**config.mk**
```make
export PLATFORM = sky130hd
export DESIGN_NAME = power_mode_control_regs
export DESIGN_NICKNAME = d
export VERILOG_FILES = /design/src/hw/power_mode_pkg.sv /design/src/hw/power_mode_control_regs.sv
export SDC_FILE = /design/constraint.sdc
export NUM_CORES = 1
export LEC_CHECK = 0
export BUFFER_PORTS_ARGS = -buffer_cell sky130_fd_sc_hd__buf_4
export CORE_MARGIN = 4
export CORE_UTILIZATION = 49
export DETAILED_ROUTE_END_ITERATION = 6
export PLACE_DENSITY = 0.75
export SYNTH_ARGS = -nofsm -noshare
export SYNTH_HDL_FRONTEND = slang
export SYNTH_SLANG_ARGS = --single-unit
```
**constraint.sdc**
```tcl
create_clock -name clk -period 2.5 [get_ports clk]
set_clock_uncertainty 0.05 [all_clocks]
set_input_delay 0.5 -clock clk [delete_from_list [all_inputs] [get_ports clk]]
set_output_delay 0.5 -clock clk [all_outputs]
set_load 0.01 [all_outputs]
```
**src/hw/power_mode_pkg.sv**
```systemverilog
// Shared constants and types for the power mode control block
package power_mode_pkg;
  localparam int ADDR_W = 16;
  localparam logic [15:0] SYSCTL_ONE_ADDR = 16'hFFF0;
  localparam logic [15:0] SYSCTL_TWO_ADDR = 16'hFFF1;
  localparam logic [7:0] SYSCTL_ONE_RESET = 8'h07;
  localparam logic [7:0] SYSCTL_TWO_RESET = 8'hE0;
  localparam logic [7:0] SYSCTL_ONE_FIXED = 8'h04;
  localparam logic [7:0] SYSCTL_TWO_FIXED = 8'hE0;
  localparam logic [7:0] RD_UNMAPPED = 8'h00;
  // Field positions, register one
  localparam int STBY_BIT = 7;
  localparam int SETTLE_HI = 6;
  localparam int SETTLE_LO = 4;
  localparam int LOWSPD_BIT = 3;
  localparam int MDIV_HI = 1;
  localparam int MDIV_LO = 0;
  // Field positions, register two
  localparam int NOISE_BIT = 4;
  localparam int DIRECT_BIT = 3;
  localparam int MEDSPD_BIT = 2;
  localparam int SDIV_HI = 1;
  localparam int SDIV_LO = 0;
  // Settling waits in states
  localparam int SETTLE_W = 18;
  localparam logic [17:0] SETTLE_0 = 18'h02000;
  localparam logic [17:0] SETTLE_1 = 18'h04000;
  localparam logic [17:0] SETTLE_2 = 18'h08000;
  localparam logic [17:0] SETTLE_3 = 18'h10000;
  localparam logic [17:0] SETTLE_4 = 18'h20000;
  // Divider ratio log2 values
  localparam logic [2:0] MDIV_BASE_LOG2 = 3'h4;
  localparam logic [1:0] SDIV_LOG2_8 = 2'h3;
  localparam logic [1:0] SDIV_LOG2_4 = 2'h2;
  localparam logic [1:0] SDIV_LOG2_2 = 2'h1;
  localparam logic [2:0] NOISE_LOG2_16 = 3'h4;
  localparam logic [2:0] NOISE_LOG2_4 = 3'h2;

  typedef enum logic [3:0] {
    MODE_ACT_HIGH = 4'h0,
    MODE_ACT_MED = 4'h1,
    MODE_SUBACT = 4'h2,
    MODE_SLP_HIGH = 4'h3,
    MODE_SLP_MED = 4'h4,
    MODE_SUBSLP = 4'h5,
    MODE_WATCH = 4'h6,
    MODE_STANDBY = 4'h7,
    MODE_SETTLE = 4'h8
  } power_mode_e;
endpackage

```
**src/hw/power_mode_control_regs.sv**
```systemverilog
// Power mode sequencer with its two system control registers
//
// The implementer's own choice: strobed register access.
module power_mode_control_regs
  import power_mode_pkg::*;
#(
  parameter int SETTLE_SCALE = 1
)(
  input wire logic clk, // System clock
  input wire logic rst_n, // Synchronous reset, active low
  input wire logic [ADDR_W-1:0] reg_addr, // Register address
  input wire logic [7:0] reg_wdata, // Write data
  input wire logic reg_wr, // Write strobe
  input wire logic reg_rd, // Read strobe
  output logic [7:0] reg_rdata, // Read data, cycle after strobe
  input wire logic sleep_exec, // Sleep instruction executed, pulse
  input wire logic timer_watch_select, // Timer watch bit level
  input wire logic wake_irq, // Enabled interrupt request level
  input wire logic cpu_irq_mask, // CPU interrupt mask bit
  output logic [3:0] op_mode, // Current operating mode
  output logic cpu_halt, // CPU halted
  output logic periph_hold, // Peripherals held idle
  output logic sys_osc_run, // System oscillator enabled
  output logic cpu_on_subclock, // CPU clock is subclock
  output logic [2:0] med_div_log2, // Medium-speed divide, log2
  output logic [1:0] sub_div_log2, // Subactive divide, log2
  output logic [2:0] noise_div_log2, // Noise sampling divide, log2
  output logic osc_div_en, // Medium-speed clock enable pulse
  output logic noise_sample_en // Watch clock sample enable pulse
);
  // Scale above 16 is rejected; at 16 the shortest wait is 512 cycles
  if (SETTLE_SCALE < 1 || SETTLE_SCALE > 16)
  begin : g_bad_scale
    $error("SETTLE_SCALE out of range");
  end

  logic [7:0] sys_one_r;
  logic [7:0] sys_two_r;
  power_mode_e mode_r;
  power_mode_e mode_nxt;
  power_mode_e settle_dest_r;
  logic [SETTLE_W-1:0] settle_cnt_r;
  logic [SETTLE_W-1:0] settle_len;
  logic [6:0] div_cnt_r;
  logic [7:0] rdata_r;
  logic wake_ok;
  logic stby;
  logic lowspd;
  logic medspd;
  logic direct;
  logic in_active;

  assign stby = sys_one_r[STBY_BIT];
  assign lowspd = sys_one_r[LOWSPD_BIT];
  assign medspd = sys_two_r[MEDSPD_BIT];
  assign direct = sys_two_r[DIRECT_BIT];
  assign in_active = (mode_r == MODE_ACT_HIGH) || (mode_r == MODE_ACT_MED);
  assign wake_ok = wake_irq && !cpu_irq_mask;

  // Register one; bit 2 stays fixed at one
  always_ff @(posedge clk)
  begin
    if (!rst_n)
      sys_one_r <= SYSCTL_ONE_RESET;
    else if (reg_wr && reg_addr == SYSCTL_ONE_ADDR)
      sys_one_r <= reg_wdata | SYSCTL_ONE_FIXED;
  end

  // Register two; divider field locked while in subactive
  always_ff @(posedge clk)
  begin
    if (!rst_n)
      sys_two_r <= SYSCTL_TWO_RESET;
    else if (reg_wr && reg_addr == SYSCTL_TWO_ADDR)
    begin
      sys_two_r[7:SDIV_HI+1] <= reg_wdata[7:SDIV_HI+1] | SYSCTL_TWO_FIXED[7:SDIV_HI+1];
      if (mode_r != MODE_SUBACT)
        sys_two_r[SDIV_HI:SDIV_LO] <= reg_wdata[SDIV_HI:SDIV_LO];
    end
  end

  always_ff @(posedge clk)
  begin
    if (!rst_n)
      rdata_r <= RD_UNMAPPED;
    else if (reg_rd)
    begin
      if (reg_addr == SYSCTL_ONE_ADDR)
        rdata_r <= sys_one_r | SYSCTL_ONE_FIXED;
      else if (reg_addr == SYSCTL_TWO_ADDR)
        rdata_r <= sys_two_r | SYSCTL_TWO_FIXED;
      else
        rdata_r <= RD_UNMAPPED;
    end
  end
  assign reg_rdata = rdata_r;

  // Settling length; scale only shortens simulation
  always_comb
  begin
    unique casez (sys_one_r[SETTLE_HI:SETTLE_LO])
      3'b000: settle_len = SETTLE_0;
      3'b001: settle_len = SETTLE_1;
      3'b010: settle_len = SETTLE_2;
      3'b011: settle_len = SETTLE_3;
      default: settle_len = SETTLE_4;
    endcase
    settle_len = settle_len / SETTLE_W'(SETTLE_SCALE);
  end

  function automatic power_mode_e active_pick(input logic med);
    return med ? MODE_ACT_MED : MODE_ACT_HIGH;
  endfunction

  always_comb
  begin
    mode_nxt = mode_r;
    unique case (mode_r)
      MODE_ACT_HIGH, MODE_ACT_MED:
      begin
        if (sleep_exec)
        begin
          if (direct && !stby && !lowspd && (medspd != (mode_r == MODE_ACT_MED)))
            mode_nxt = active_pick(medspd);
          else if (direct && stby && timer_watch_select && lowspd)
            mode_nxt = MODE_SUBACT;
          else if (!stby)
            mode_nxt = medspd ? MODE_SLP_MED : MODE_SLP_HIGH;
          else if (timer_watch_select)
            mode_nxt = MODE_WATCH;
          else if (!lowspd)
            mode_nxt = MODE_STANDBY;
        end
      end
      MODE_SUBACT:
      begin
        if (sleep_exec)
        begin
          if (direct && stby && timer_watch_select && !lowspd)
            mode_nxt = active_pick(medspd);
          else if (!stby)
            mode_nxt = MODE_SUBSLP;
          else
            mode_nxt = MODE_WATCH;
        end
      end
      MODE_SLP_HIGH, MODE_SLP_MED:
        if (wake_ok)
          mode_nxt = active_pick(medspd);
      MODE_SUBSLP:
        if (wake_ok)
          mode_nxt = MODE_SUBACT;
      MODE_WATCH:
        if (wake_ok)
          mode_nxt = lowspd ? MODE_SUBACT : MODE_SETTLE;
      MODE_STANDBY:
        if (wake_ok)
          mode_nxt = MODE_SETTLE;
      MODE_SETTLE:
        if (settle_cnt_r == '0)
          mode_nxt = settle_dest_r;
      default:
        mode_nxt = MODE_ACT_HIGH;
    endcase
  end

  always_ff @(posedge clk)
  begin
    if (!rst_n)
      mode_r <= MODE_ACT_HIGH;
    else
      mode_r <= mode_nxt;
  end

  // Destination latched at wake so a later write cannot redirect it
  always_ff @(posedge clk)
  begin
    if (!rst_n)
      settle_dest_r <= MODE_ACT_HIGH;
    else if (mode_r != MODE_SETTLE && mode_nxt == MODE_SETTLE)
      settle_dest_r <= active_pick(medspd);
  end

  always_ff @(posedge clk)
  begin
    if (!rst_n)
      settle_cnt_r <= '0;
    else if (mode_r != MODE_SETTLE && mode_nxt == MODE_SETTLE)
      settle_cnt_r <= settle_len - SETTLE_W'(1);
    else if (mode_r == MODE_SETTLE && settle_cnt_r != '0)
      settle_cnt_r <= settle_cnt_r - SETTLE_W'(1);
  end

  // Free-running divider for the derived enables
  always_ff @(posedge clk)
  begin
    if (!rst_n)
      div_cnt_r <= '0;
    else
      div_cnt_r <= div_cnt_r + 7'h01;
  end

  always_comb
  begin
    logic [2:0] mlog;
    logic [6:0] mmask;
    logic [6:0] nmask;
    mlog = MDIV_BASE_LOG2 + {1'b0, sys_one_r[MDIV_HI:MDIV_LO]};
    mmask = 7'(({7'h00, 1'b1} << mlog) - 8'h01);
    nmask = sys_two_r[NOISE_BIT] ? 7'h03 : 7'h0F;
    med_div_log2 = mlog;
    noise_div_log2 = sys_two_r[NOISE_BIT] ? NOISE_LOG2_4 : NOISE_LOG2_16;
    osc_div_en = (div_cnt_r & mmask) == 7'h00;
    noise_sample_en = (div_cnt_r & nmask) == 7'h00;
  end

  always_comb
  begin
    unique casez (sys_two_r[SDIV_HI:SDIV_LO])
      2'b00: sub_div_log2 = SDIV_LOG2_8;
      2'b01: sub_div_log2 = SDIV_LOG2_4;
      default: sub_div_log2 = SDIV_LOG2_2;
    endcase
  end

  // Status outputs for clock generator and halt logic
  assign op_mode = mode_r;
  assign cpu_halt = !(in_active || mode_r == MODE_SUBACT);
  assign periph_hold = (mode_r == MODE_STANDBY) || (mode_r == MODE_SETTLE);
  assign sys_osc_run = !(mode_r == MODE_STANDBY || mode_r == MODE_WATCH ||
                         mode_r == MODE_SUBACT || mode_r == MODE_SUBSLP);
  assign cpu_on_subclock = (mode_r == MODE_SUBACT) || (mode_r == MODE_SUBSLP);
endmodule

```
==> results of run 1 <==
sequential cells by signal (all words and copies together) (netlist names):
| signal | flops |
|---|---|
| sys_two_r | 5 |
| sys_one_r | 7 |
| div_cnt_r | 7 |
| settle_dest_r | 1 |
| settle_cnt_r | 18 |
| reg_rdata | 8 |
| op_mode | 4 |
tightest hold or removal path: cells and delay by family:
| family | cells | cell delay (ns) |
|---|---|---|
| buf+inv | 1 | 0.08 |
| mux | 1 | 0.05 |
| simple gates | 1 | 0.06 |
stage by stage:
stage / util (%) / total power, mW / cell area (um2) / std cells / hold slack, ns
6_report: 62.2 / 1.67 / 3450 / 474 / 0.355
5_1_grt: 62.2 / 1.73 / 3450 / 474 / 0.353
4_1_cts: 62.2 / 1.67 / 3440 / 474 / 0.350
3_5_place_dp: 60.1 / 1.08 / 3330 / 466 / 0.405
3_3_place_gp: 60.1 / 1.08 / 3330 / 466 / 0.394
2_1_floorplan: - / 0.974 / 2820 / 349 / 0.376
cells by family (layout without fill, tap and decap cells):
group                      count (synthesis)  in the layout  synth area share (%)
other                                      2              2                 0.266
adders and majority gates                  3              3                  1.33
and+or+nand+nor                          144            144                  28.1
xor gates and xnor gates                  13             13                  4.04
DFF                                       50             50                  35.5
AOI/OAI and AO/OA                         82             82                  18.6
buffers and inverters                     39             92                  6.30
muxes                                     16             16                  5.86
area by class of cell:
class	count	area share (%)
clock inverters	3	1.38
repair buffers	74	16.1
well taps	72	2.61
flip-flops and latches	50	29.1
inverters	10	1.09
clock buffers	5	2.00
multi-input cells	260	47.8
worst max-delay path by stage:
stage / from / endpoint / slack [ns] / depth (start not counted)
after global routing: op_mode[3] / settle_cnt_r[13] / 0.01 / 5
final: op_mode[3] / settle_cnt_r[13] / 0.13 / 5
after floorplan: wake_irq / settle_cnt_r[12] / 0.03 / 9
after global placement: op_mode[3] / settle_cnt_r[13] / 0.20 / 5
after detailed placement: cpu_irq_mask / settle_cnt_r[12] / 0.16 / 9
after CTS: op_mode[3] / settle_cnt_r[13] / 0.15 / 5
routing by layer:
layer  GRT usage, %  wire (um)  vias to the layer above
met2           35.1       3530                       77
met1           27.3       3340                     1307
li1               -          -                     1360
met5              0          0                        -
met3           4.24        367                        8
met4           5.41         84                        0
power groups by stage:
stage / logic, mW / clock network [mW] / registers [mW]
global route: 0.265 / 0.644 / 0.824
CTS: 0.243 / 0.609 / 0.822
floorplan: 0.131 / 0 / 0.843
finish: 0.243 / 0.601 / 0.822
global placement: 0.236 / 0 / 0.840
detailed placement: 0.240 / 0 / 0.840
cells in the final DEF, fill, tap and decap left out, types with 7 or more instances in the layout:
master and count:
a21oi_1 30, buf_4 74, dfxtp_1 49, inv_1 10, mux2i_1 12, nand2_1 29, nand2b_1 7, nand3_1 12
nor2_1 37, nor3_1 9, nor4_1 7, o21ai_0 14, xnor2_1 7
what timing repair did:
item	CTS	global route
hold buffers	0	0
buffers inserted	0	0
endpoints found under the setup margin	0	1
gates resized for setup	0	2
==> results_tabular.tex, run 1 <==
\begin{tabular}{lr}
\hline
Metric & Value \\
\hline
\multicolumn{2}{l}{\textbf{Yosys}} \\
Largest cells by area after synthesis & dfxtp\_1 (35\%), a21oi\_1 (5.3\%), nor2\_1 (4.9\%) \\
Dominant synthesized flop cell & dfxtp\_1 \\
Proportion of synthesized chip area in sequential cells & 35.5\% \\
Async set or reset register ratio after synthesis & 0\% \\
Net Count, Synth & 384 \\
Cell area after technology mapping & 2820 um2 \\
EDFF count, synth & 0 \\
Per-instance average area after synthesis & 8.08 um2 \\
Seq cells post-synth & 50 \\
Number of distinct standard cells referenced by the synthesized netlist & 58 \\
Area leader, netlist & dfxtp\_1 \\
Most instantiated library cell after synthesis & dfxtp\_1 \\
Fraction of synthesized cell area taken by the top area cell type & 35.5\% \\
Ranking of synthesized cells by instance count & dfxtp\_1 (50), nor2\_1 (37), a21oi\_1 (30) \\
Total of warnings raised by yosys & 0 \\
Gate count after technology mapping & 349 \\
\multicolumn{2}{l}{\textbf{Clock tree}} \\
CTS sink count & 50 \\
Master cell of the clock root buffer & clkbuf\_8 \\
Maximum clock insertion buffer count & 2 \\
Clk\_lat worst skew & 0.31 ns \\
Cts bufs inserted & 5 \\
\# H-tree levels & 2 \\
Register clock-pin slew on the reported worst setup and hold paths & 0.10 ns \\
TritonCTS clock tree & done \\
\multicolumn{2}{l}{\textbf{Layout}} \\
Layout cells sized above 1 & 24.9\% \\
Area growth from synthesis to layout & 22.3\% \\
Area of all sequential standard cells & 1000 um2 \\
Fill cell count & 500 \\
Antenna Cells & 0 \\
Final net count & 436 \\
Area of the multi-input gates & 1650 um2 \\
\multicolumn{2}{l}{\textbf{Global route}} \\
Leftover overflow at the end of global routing & 0 \\
Gr usage total & 20.9\% \\
Maximum number of pins on one net before global-route repair & 25 \\
Via count of the first global-routing pass & 2,629 \\
Number of antenna violations at the first check in global routing & 0 \\
Wire length of the first global-routing pass & 12,400 um \\
\multicolumn{2}{l}{\textbf{Route}} \\
Count of antenna-violating nets left after detailed routing & 0 \\
First drt pass iteration count & 4 \\
Post-detailed-route DRC marker count & 0 \\
Initial drt markers & 161 \\
Number of vias in the routed layout & 2,752 \\
Wirelength, routed & 7320 um \\
Number of vias per cell & 5.81 \\
WL per Instance & 15.4 um \\
\multicolumn{2}{l}{\textbf{STA}} \\
Slew of the pin with the lowest slew margin & 0.601 ns \\
Number of setup violations in the final report & 0 \\
Sum of negative setup slack & 0 ns \\
Setup ws final & 0.132 ns \\
Unrepaired setup endpoints after global routing & false \\
Post-route clock period utilization & 94.7\% \\
Fmax & 422 MHz \\
Worst-case headroom to the max-slew limit & 59.9\% \\
Max-slew violations & 0 \\
Minimum period implied by the final worst setup slack & 2.37 ns \\
Hold Vio Cnt, Final & 0 \\
\multicolumn{2}{l}{\textbf{Placement}} \\
Setup Slack @ Placement & 0.164 ns \\
Buffers on Ports & 55 \\
Half-perimeter wire length after placement & 5350 um \\
Gpl congestion & 0.866 \\
\multicolumn{2}{l}{\textbf{Power and ir drop}} \\
Sw power & 432 uW \\
Combinational cell fraction of total power & 14.6\% \\
Clock network fraction of total power & 36.1\% \\
Worst voltage drop across the vdd grid & 0.269 mV \\
Cell area power density & 483 nW/um2 \\
Internal power & 1.23 mW \\
Sw frac & 25.9\% \\
Reported leakage power & 1.45 nW \\
Portion of total power attributed to sequential cells & 49.3\% \\
\multicolumn{2}{l}{\textbf{Worst setup path}} \\
CP max-delay cell & or4b\_1 \\
Crit Path Category & flip-flop to flip-flop \\
Length in cells of the worst reg-to-reg path & 5 \\
Sort of element at the start of the critical path & flip-flop \\
Worst flop-to-flop path endpoint & settle\_cnt\_r[13] \\
Critical Path Fanout Max & 8 \\
Kind of end point of the critical path & flip-flop \\
Worst path required time & 2.65 ns \\
Register-to-register path setup slack & 0.13 ns \\
Worst R2R Start & op\_mode[3] \\
Cells along the critical path & or4b\_1, nor4\_4, nor4b\_1, xnor2\_1, a21oi\_1 \\
Largest incremental delay on the critical path & 0.65 ns \\
Arrival time at the worst endpoint & 2.52 ns \\
Top cell family by delay on the critical path & simple AND/OR/NAND/NOR gates \\
Critical path buffer and inverter count & 0 \\
\multicolumn{2}{l}{\textbf{Worst hold path}} \\
Critical hold path startpoint & reg\_wdata[0] \\
Hold path depth & 3 \\
Min-delay worst type & input pin to flip-flop \\
Endpoint, Worst Hold & sys\_one\_r[0] \\
\multicolumn{2}{l}{\textbf{Floorplan}} \\
Floorplan Core Area & 5540 um2 \\
Chip Width & 83.9 um \\
Die area & 7030 um2 \\
Starting density of the core & 50.9\% \\
Num rows & 27 \\
Height of the die & 83.9 um \\
I/O pin total & 58 \\
\multicolumn{2}{l}{\textbf{Outcome}} \\
Outcome & finished, final reports clean \\
\multicolumn{2}{l}{\textbf{Flow run}} \\
Count of max-cap constraint violations & 0 \\
\hline
\end{tabular}
Power figures use the tool's default switching activity.
==> inputs of run 2 (changes only) <==
ABC_AREA = 1   (was not set)
CORE_UTILIZATION = 50   (was 49)
PLACE_DENSITY = 0.76   (was 0.75)
TNS_END_PERCENT = 50   (was not set)
==> results_tabular.tex, run 2 <==
\begin{tabular}{lr}
\hline
Metric & Value \\
\hline
\multicolumn{2}{l}{\textbf{Outcome}} \\
Outcome & finished, final reports clean \\
\multicolumn{2}{l}{\textbf{Layout}} \\
Layout cells sized above 1 & 20.1\% \\
Area of all sequential standard cells & 1000 um2 \\
Most common library cell in the layout ignoring fill and taps & nand2\_1 \\
Area of the multi-input gates & 1630 um2 \\
Antenna Cells & 0 \\
Post-route standard cell area excluding fillers & 3520 um2 \\
Final net count & 526 \\
Largest register by flop count & settle\_cnt\_r \\
Most frequent cells in the layout & nand2\_1 (82), buf\_4 (62), inv\_1 (57) \\
Largest register FFs & 18 \\
Area growth from synthesis to layout & 18.8\% \\
Fill cell count & 536 \\
\multicolumn{2}{l}{\textbf{Yosys}} \\
Async set or reset register ratio after synthesis & 0\% \\
Net Count, Synth & 474 \\
Gate count after technology mapping & 439 \\
Area leader, netlist & dfxtp\_1 \\
Ranking of synthesized cells by instance count & nand2\_1 (82), inv\_1 (57), dfxtp\_1 (50) \\
Total of warnings raised by yosys & 0 \\
Most instantiated library cell after synthesis & nand2\_1 \\
Number of distinct standard cells referenced by the synthesized netlist & 44 \\
Largest cells by area after synthesis & dfxtp\_1 (34\%), nand2\_1 (10\%), inv\_1 (7.2\%) \\
Fraction of synthesized cell area taken by the top area cell type & 33.8\% \\
Seq cells post-synth & 50 \\
Proportion of synthesized chip area in sequential cells & 33.8\% \\
Per-instance average area after synthesis & 6.75 um2 \\
Cell area after technology mapping & 2960 um2 \\
Dominant synthesized flop cell & dfxtp\_1 \\
EDFF count, synth & 0 \\
\multicolumn{2}{l}{\textbf{STA}} \\
Minimum period implied by the final worst setup slack & 2.24 ns \\
Hold Vio Cnt, Final & 0 \\
Sum of negative setup slack & 0 ns \\
Number of setup violations in the final report & 0 \\
Unrepaired setup endpoints after global routing & false \\
Fmax & 447 MHz \\
Max-slew violations & 0 \\
Post-route clock period utilization & 89.4\% \\
\multicolumn{2}{l}{\textbf{Clock tree}} \\
Maximum clock insertion buffer count & 2 \\
Register clock-pin slew on the reported worst setup and hold paths & 0.09 ns \\
TritonCTS clock tree & done \\
CTS sink count & 50 \\
Master cell of the clock root buffer & clkbuf\_8 \\
Resized Gates After CTS & 0 \\
\# H-tree levels & 2 \\
CTS Hold Buffers Added & 0 \\
Clk\_lat worst skew & 0.31 ns \\
Number of setup buffers added after CTS & 0 \\
Cts bufs inserted & 5 \\
\multicolumn{2}{l}{\textbf{Worst setup path}} \\
Arrival time at the worst endpoint & 2.40 ns \\
Length in cells of the worst reg-to-reg path & 14 \\
Crit Path Category & flip-flop to flip-flop \\
Kind of end point of the critical path & flip-flop \\
Critical Path Fanout Max & 17 \\
Sort of element at the start of the critical path & flip-flop \\
Register-to-register path setup slack & 0.26 ns \\
Worst R2R Start & op\_mode[1] \\
Worst path required time & 2.66 ns \\
Worst flop-to-flop path endpoint & settle\_cnt\_r[10] \\
\multicolumn{2}{l}{\textbf{Floorplan}} \\
Starting density of the core & 52.5\% \\
Die area & 7220 um2 \\
Num rows & 27 \\
Chip Width & 85.0 um \\
Floorplan Core Area & 5640 um2 \\
Height of the die & 85.0 um \\
I/O pin total & 58 \\
\multicolumn{2}{l}{\textbf{Route}} \\
Post-detailed-route DRC marker count & 0 \\
Initial drt markers & 200 \\
Wirelength, routed & 7280 um \\
Number of vias in the routed layout & 2,988 \\
WL per Instance & 12.9 um \\
Count of antenna-violating nets left after detailed routing & 0 \\
First drt pass iteration count & 4 \\
Number of vias per cell & 5.30 \\
\multicolumn{2}{l}{\textbf{Placement}} \\
Gpl congestion & 0.873 \\
Half-perimeter wire length after placement & 5630 um \\
Buffers on Ports & 55 \\
Instance area at placement & 3420 um2 \\
\multicolumn{2}{l}{\textbf{Power and ir drop}} \\
Sw power & 424 uW \\
Clock network fraction of total power & 32.6\% \\
Portion of total power attributed to sequential cells & 52.9\% \\
Cell area power density & 446 nW/um2 \\
Reported leakage power & 1.70 nW \\
Worst voltage drop across the vdd grid & 0.301 mV \\
Internal power & 1.15 mW \\
Sw frac & 27.0\% \\
Combinational cell fraction of total power & 14.5\% \\
\multicolumn{2}{l}{\textbf{Global route}} \\
Gr usage total & 20.9\% \\
Leftover overflow at the end of global routing & 0 \\
Number of antenna violations at the first check in global routing & 0 \\
Wire length of the first global-routing pass & 12,700 um \\
Via count of the first global-routing pass & 2,833 \\
Maximum number of pins on one net before global-route repair & 33 \\
\multicolumn{2}{l}{\textbf{Flow run}} \\
Count of max-cap constraint violations & 0 \\
\multicolumn{2}{l}{\textbf{Worst hold path}} \\
Min-delay worst type & input pin to flip-flop \\
Hold path depth & 3 \\
Critical hold path startpoint & reg\_wdata[0] \\
Endpoint, Worst Hold & sys\_one\_r[0] \\
\hline
\end{tabular}
==> run 2: changes by cell type after synthesis, moves of 5 or more <==
cell | before | now
nand3_1 | 12 | 30
clkbuf_1 | 19 | 6
nor4_1 | 7 | 2
o21ai_0 | 14 | 39
a21oi_1 | 30 | 25
nor2_1 | 37 | 48
nand2_1 | 29 | 82
inv_1 | 10 | 57
nand2b_1 | 7 | 0
mux2i_1 | 12 | 0
xnor2_1 | 7 | 1
==> run 2: kinds of logic (layout without fill, tap and decap cells) <==
group | after synthesis | in the layout | share of synthesized area [%]
AND/OR/NAND/NOR | 205 | 205 | 32.3
AO/OA/AOI/OAI | 97 | 97 | 20.2
buffers and inverters | 79 | 132 | 11.3
flip-flops | 50 | 50 | 33.8
adder cells (fa/ha/maj) | 3 | 3 | 1.27
XOR/XNOR | 3 | 3 | 0.887
other | 2 | 2 | 0.253
==> run 2: final cells by class <==
class                   count  area share (%)
clock buffers               6            2.35
clock inverters             2           0.498
inverters                  62            6.68
multi-input cells         310            46.2
flip-flops and latches     50            28.4
well taps                  72            2.56
repair buffers             62            13.2
==> run 2: stage by stage <==
stage | hold slack [ns] | utilization [%] | instances | setup slack [ns] | power [mW]
final | 0.367 | 62.4 | 564 | 0.264 | 1.57
after global routing | 0.362 | 62.4 | 564 | 0.000816 | 1.65
after CTS | 0.356 | 62.4 | 564 | 0.269 | 1.59
after detailed placement | 0.412 | 60.6 | 556 | 0.229 | 1.08
after global placement | 0.404 | 60.6 | 556 | 0.303 | 1.07
after floorplan | 0.380 | - | 439 | 0.248 | 0.974
==> run 2: per-layer routing <==
| layer | global-route usage, % | routed length, um | vias to the layer above | share of wire, % |
|---|---|---|---|---|
| met2 | 34.0 | 3300 | 81 | 45 |
| met4 | 4.32 | 56 | 0 | 0.77 |
| met1 | 29.1 | 3500 | 1353 | 48 |
| met3 | 3.50 | 421 | 6 | 5.8 |
| met5 | 0 | 0 | - | 0 |
| li1 | - | - | 1548 | - |
==> run 2: critical path, cell delays in order, from the launching register on <==
cell and delay, ns:
dfxtp_1 0.49, inv_2 0.12, nor2_4 0.12, nand3_2 0.10
nand2_4 0.09, nand2_4 0.14, nand2_1 0.14, ha_1 0.23
nand2_1 0.16, nor2_4 0.15, nand2_1 0.08, nor2_1 0.09
nand3_1 0.07, nand2_1 0.06, nor2_1 0.04
==> run 2: how the worst max path moves through the flow <==
stage,start,end,cells past startpoint
after floorplan,op_mode[0],settle_cnt_r[10],17
after global placement,cpu_irq_mask,settle_cnt_r[10],14
after detailed placement,cpu_irq_mask,settle_cnt_r[10],14
after CTS,op_mode[1],settle_cnt_r[10],14
after global routing,op_mode[1],settle_cnt_r[10],14
final,op_mode[1],settle_cnt_r[10],14
==> run 2: power groups by stage <==
stage	logic, mW	clock network (mW)	registers (mW)
after detailed placement	0.228	0	0.849
after floorplan	0.126	0	0.848
after global routing	0.256	0.562	0.834
after global placement	0.225	0	0.849
final	0.228	0.512	0.831
after CTS	0.229	0.529	0.831
==> inputs of run 3 (changes only) <==
CORE_UTILIZATION = 52   (was 50)
CTS_BUF_LIST = sky130_fd_sc_hd__clkbuf_8   (was not set)
PLACE_DENSITY = 0.79   (was 0.76)
==> results_tabular.tex, run 3 (synthesis gave the netlist of run 2 again) <==
\begin{tabular}{lr}
\hline
Metric & Value \\
\hline
\multicolumn{2}{l}{\textbf{Floorplan}} \\
Height of the die & 83.5 um \\
Floorplan Core Area & 5510 um2 \\
Chip Width & 83.5 um \\
Starting density of the core & 53.8\% \\
I/O pin total & 58 \\
Die area & 6970 um2 \\
Num rows & 27 \\
\multicolumn{2}{l}{\textbf{Power and ir drop}} \\
Cell area power density & 466 nW/um2 \\
Reported leakage power & 1.68 nW \\
Worst voltage drop across the vdd grid & 0.270 mV \\
\multicolumn{2}{l}{\textbf{Layout}} \\
Most common library cell in the layout ignoring fill and taps & nand2\_1 \\
Most frequent cells in the layout & nand2\_1 (82), buf\_4 (59), inv\_1 (57) \\
Fill cell count & 499 \\
Layout cells sized above 1 & 20.1\% \\
Largest register by flop count & settle\_cnt\_r \\
Antenna Cells & 0 \\
Area growth from synthesis to layout & 18.4\% \\
Final net count & 523 \\
Largest register FFs & 18 \\
\multicolumn{2}{l}{\textbf{Route}} \\
WL per Instance & 13.4 um \\
Wirelength, routed & 7510 um \\
Initial drt markers & 339 \\
Post-detailed-route DRC marker count & 0 \\
Number of vias per cell & 5.47 \\
First drt pass iteration count & 5 \\
Number of vias in the routed layout & 3,062 \\
Count of antenna-violating nets left after detailed routing & 0 \\
\multicolumn{2}{l}{\textbf{Clock tree}} \\
\# H-tree levels & 2 \\
Maximum clock insertion buffer count & 2 \\
Master cell of the clock root buffer & clkbuf\_8 \\
Cts bufs inserted & 5 \\
Number of setup buffers added after CTS & 0 \\
Resized Gates After CTS & 0 \\
TritonCTS clock tree & done \\
Clk\_lat worst skew & 0.31 ns \\
CTS Hold Buffers Added & 0 \\
Register clock-pin slew on the reported worst setup and hold paths & 0.09 ns \\
CTS sink count & 50 \\
\multicolumn{2}{l}{\textbf{Worst setup path}} \\
Worst flop-to-flop path endpoint & settle\_cnt\_r[10] \\
Sort of element at the start of the critical path & flip-flop \\
Worst path required time & 2.67 ns \\
Length in cells of the worst reg-to-reg path & 14 \\
Kind of end point of the critical path & flip-flop \\
Crit Path Category & flip-flop to flip-flop \\
Critical Path Fanout Max & 19 \\
Register-to-register path setup slack & 0.29 ns \\
Arrival time at the worst endpoint & 2.37 ns \\
Worst R2R Start & op\_mode[1] \\
\multicolumn{2}{l}{\textbf{STA}} \\
Fmax & 453 MHz \\
Hold Vio Cnt, Final & 0 \\
Number of setup violations in the final report & 0 \\
Sum of negative setup slack & 0 ns \\
Unrepaired setup endpoints after global routing & false \\
Max-slew violations & 0 \\
Minimum period implied by the final worst setup slack & 2.21 ns \\
Setup ws final & 0.293 ns \\
Post-route clock period utilization & 88.3\% \\
\multicolumn{2}{l}{\textbf{Global route}} \\
Wire length of the first global-routing pass & 13,300 um \\
Number of antenna violations at the first check in global routing & 0 \\
Gr usage total & 22.4\% \\
Via count of the first global-routing pass & 3,031 \\
Leftover overflow at the end of global routing & 0 \\
Maximum number of pins on one net before global-route repair & 33 \\
\multicolumn{2}{l}{\textbf{Worst hold path}} \\
Min-delay worst type & input pin to flip-flop \\
Endpoint, Worst Hold & sys\_one\_r[1] \\
Critical hold path startpoint & reg\_wdata[1] \\
Hold path depth & 3 \\
\multicolumn{2}{l}{\textbf{Placement}} \\
Setup Slack @ Placement & 0.102 ns \\
Half-perimeter wire length after placement & 5720 um \\
Buffers on Ports & 55 \\
Gpl congestion & 0.969 \\
\multicolumn{2}{l}{\textbf{Flow run}} \\
Count of max-cap constraint violations & 0 \\
\multicolumn{2}{l}{\textbf{Outcome}} \\
Outcome & finished, final reports clean \\
\hline
\end{tabular}
==> run 3: changes by cell type in the layout (fill, tap and decap cells not counted), sizes merged <==
cell,before,now
buf,62,59
clkbuf,6,5
bufinv,0,1
clkinv,3,2
==> run 3: worst max-delay path: stages, from the launching register on <==
cell and delay, ns:
dfxtp_2 0.43, inv_2 0.10, nor2_4 0.12, nand3_2 0.10, nand2_4 0.09, nand2_4 0.14, nand2_1 0.15, ha_1 0.24
nand2_1 0.17, nor2_4 0.15, nand2_1 0.09, nor2_1 0.10, nand3_1 0.07, nand2_1 0.06, nor2_1 0.04
==> run 3: metal layers <==
metal  wire [um]  vias to the layer above  global-route usage [%]
li1            -                     1542                       -
met1        3320                     1365                    29.3
met2        3460                      144                    37.6
met3         635                       11                    4.74
met4          92                        0                    6.14
met5           0                        -                       0
==> run 3: worst max path at each step <==
stage,slack (ns),startpoint,end,depth (start not counted)
6_report,0.29,op_mode[1],settle_cnt_r[10],14
5_1_grt,0.02,op_mode[0],settle_cnt_r[10],14
4_1_cts,0.18,op_mode[0],settle_cnt_r[10],14
3_5_place_dp,0.10,cpu_irq_mask,settle_cnt_r[10],14
3_3_place_gp,0.21,cpu_irq_mask,settle_cnt_r[10],14
2_1_floorplan,0.25,op_mode[0],settle_cnt_r[10],17
==> run 3: power breakdown <==
group,leakage (nW),switching [mW],internal [mW]
registers,0.406,0.0216,0.814
logic,1.22,0.122,0.102
clock network,0.0542,0.280,0.295
total,1.68,0.424,1.21
==> run 3: area by class of cell <==
type                       count  area, um2  share of cell area [%]
clock inverter                 2       38.8                    1.11
timing repair buffer          59        443                    12.6
clock buffer                   5       68.8                    1.96
tap                           72       90.1                    2.57
multi-input combinational    310       1630                    46.4
sequential                    50       1000                    28.6
inverter                      62        235                    6.70
==> run 3: stage by stage <==
stage          util [%]  hold WS [ns]  power (mW)  instances  area (um2)
3_5_place_dp       61.7         0.412        1.07        553        3400
3_3_place_gp       61.7         0.402        1.07        553        3400
6_report           63.7         0.371        1.63        560        3510
5_1_grt            63.7         0.382        1.70        560        3510
2_1_floorplan         -         0.380       0.974        439        2960
4_1_cts            63.6         0.366        1.64        560        3500
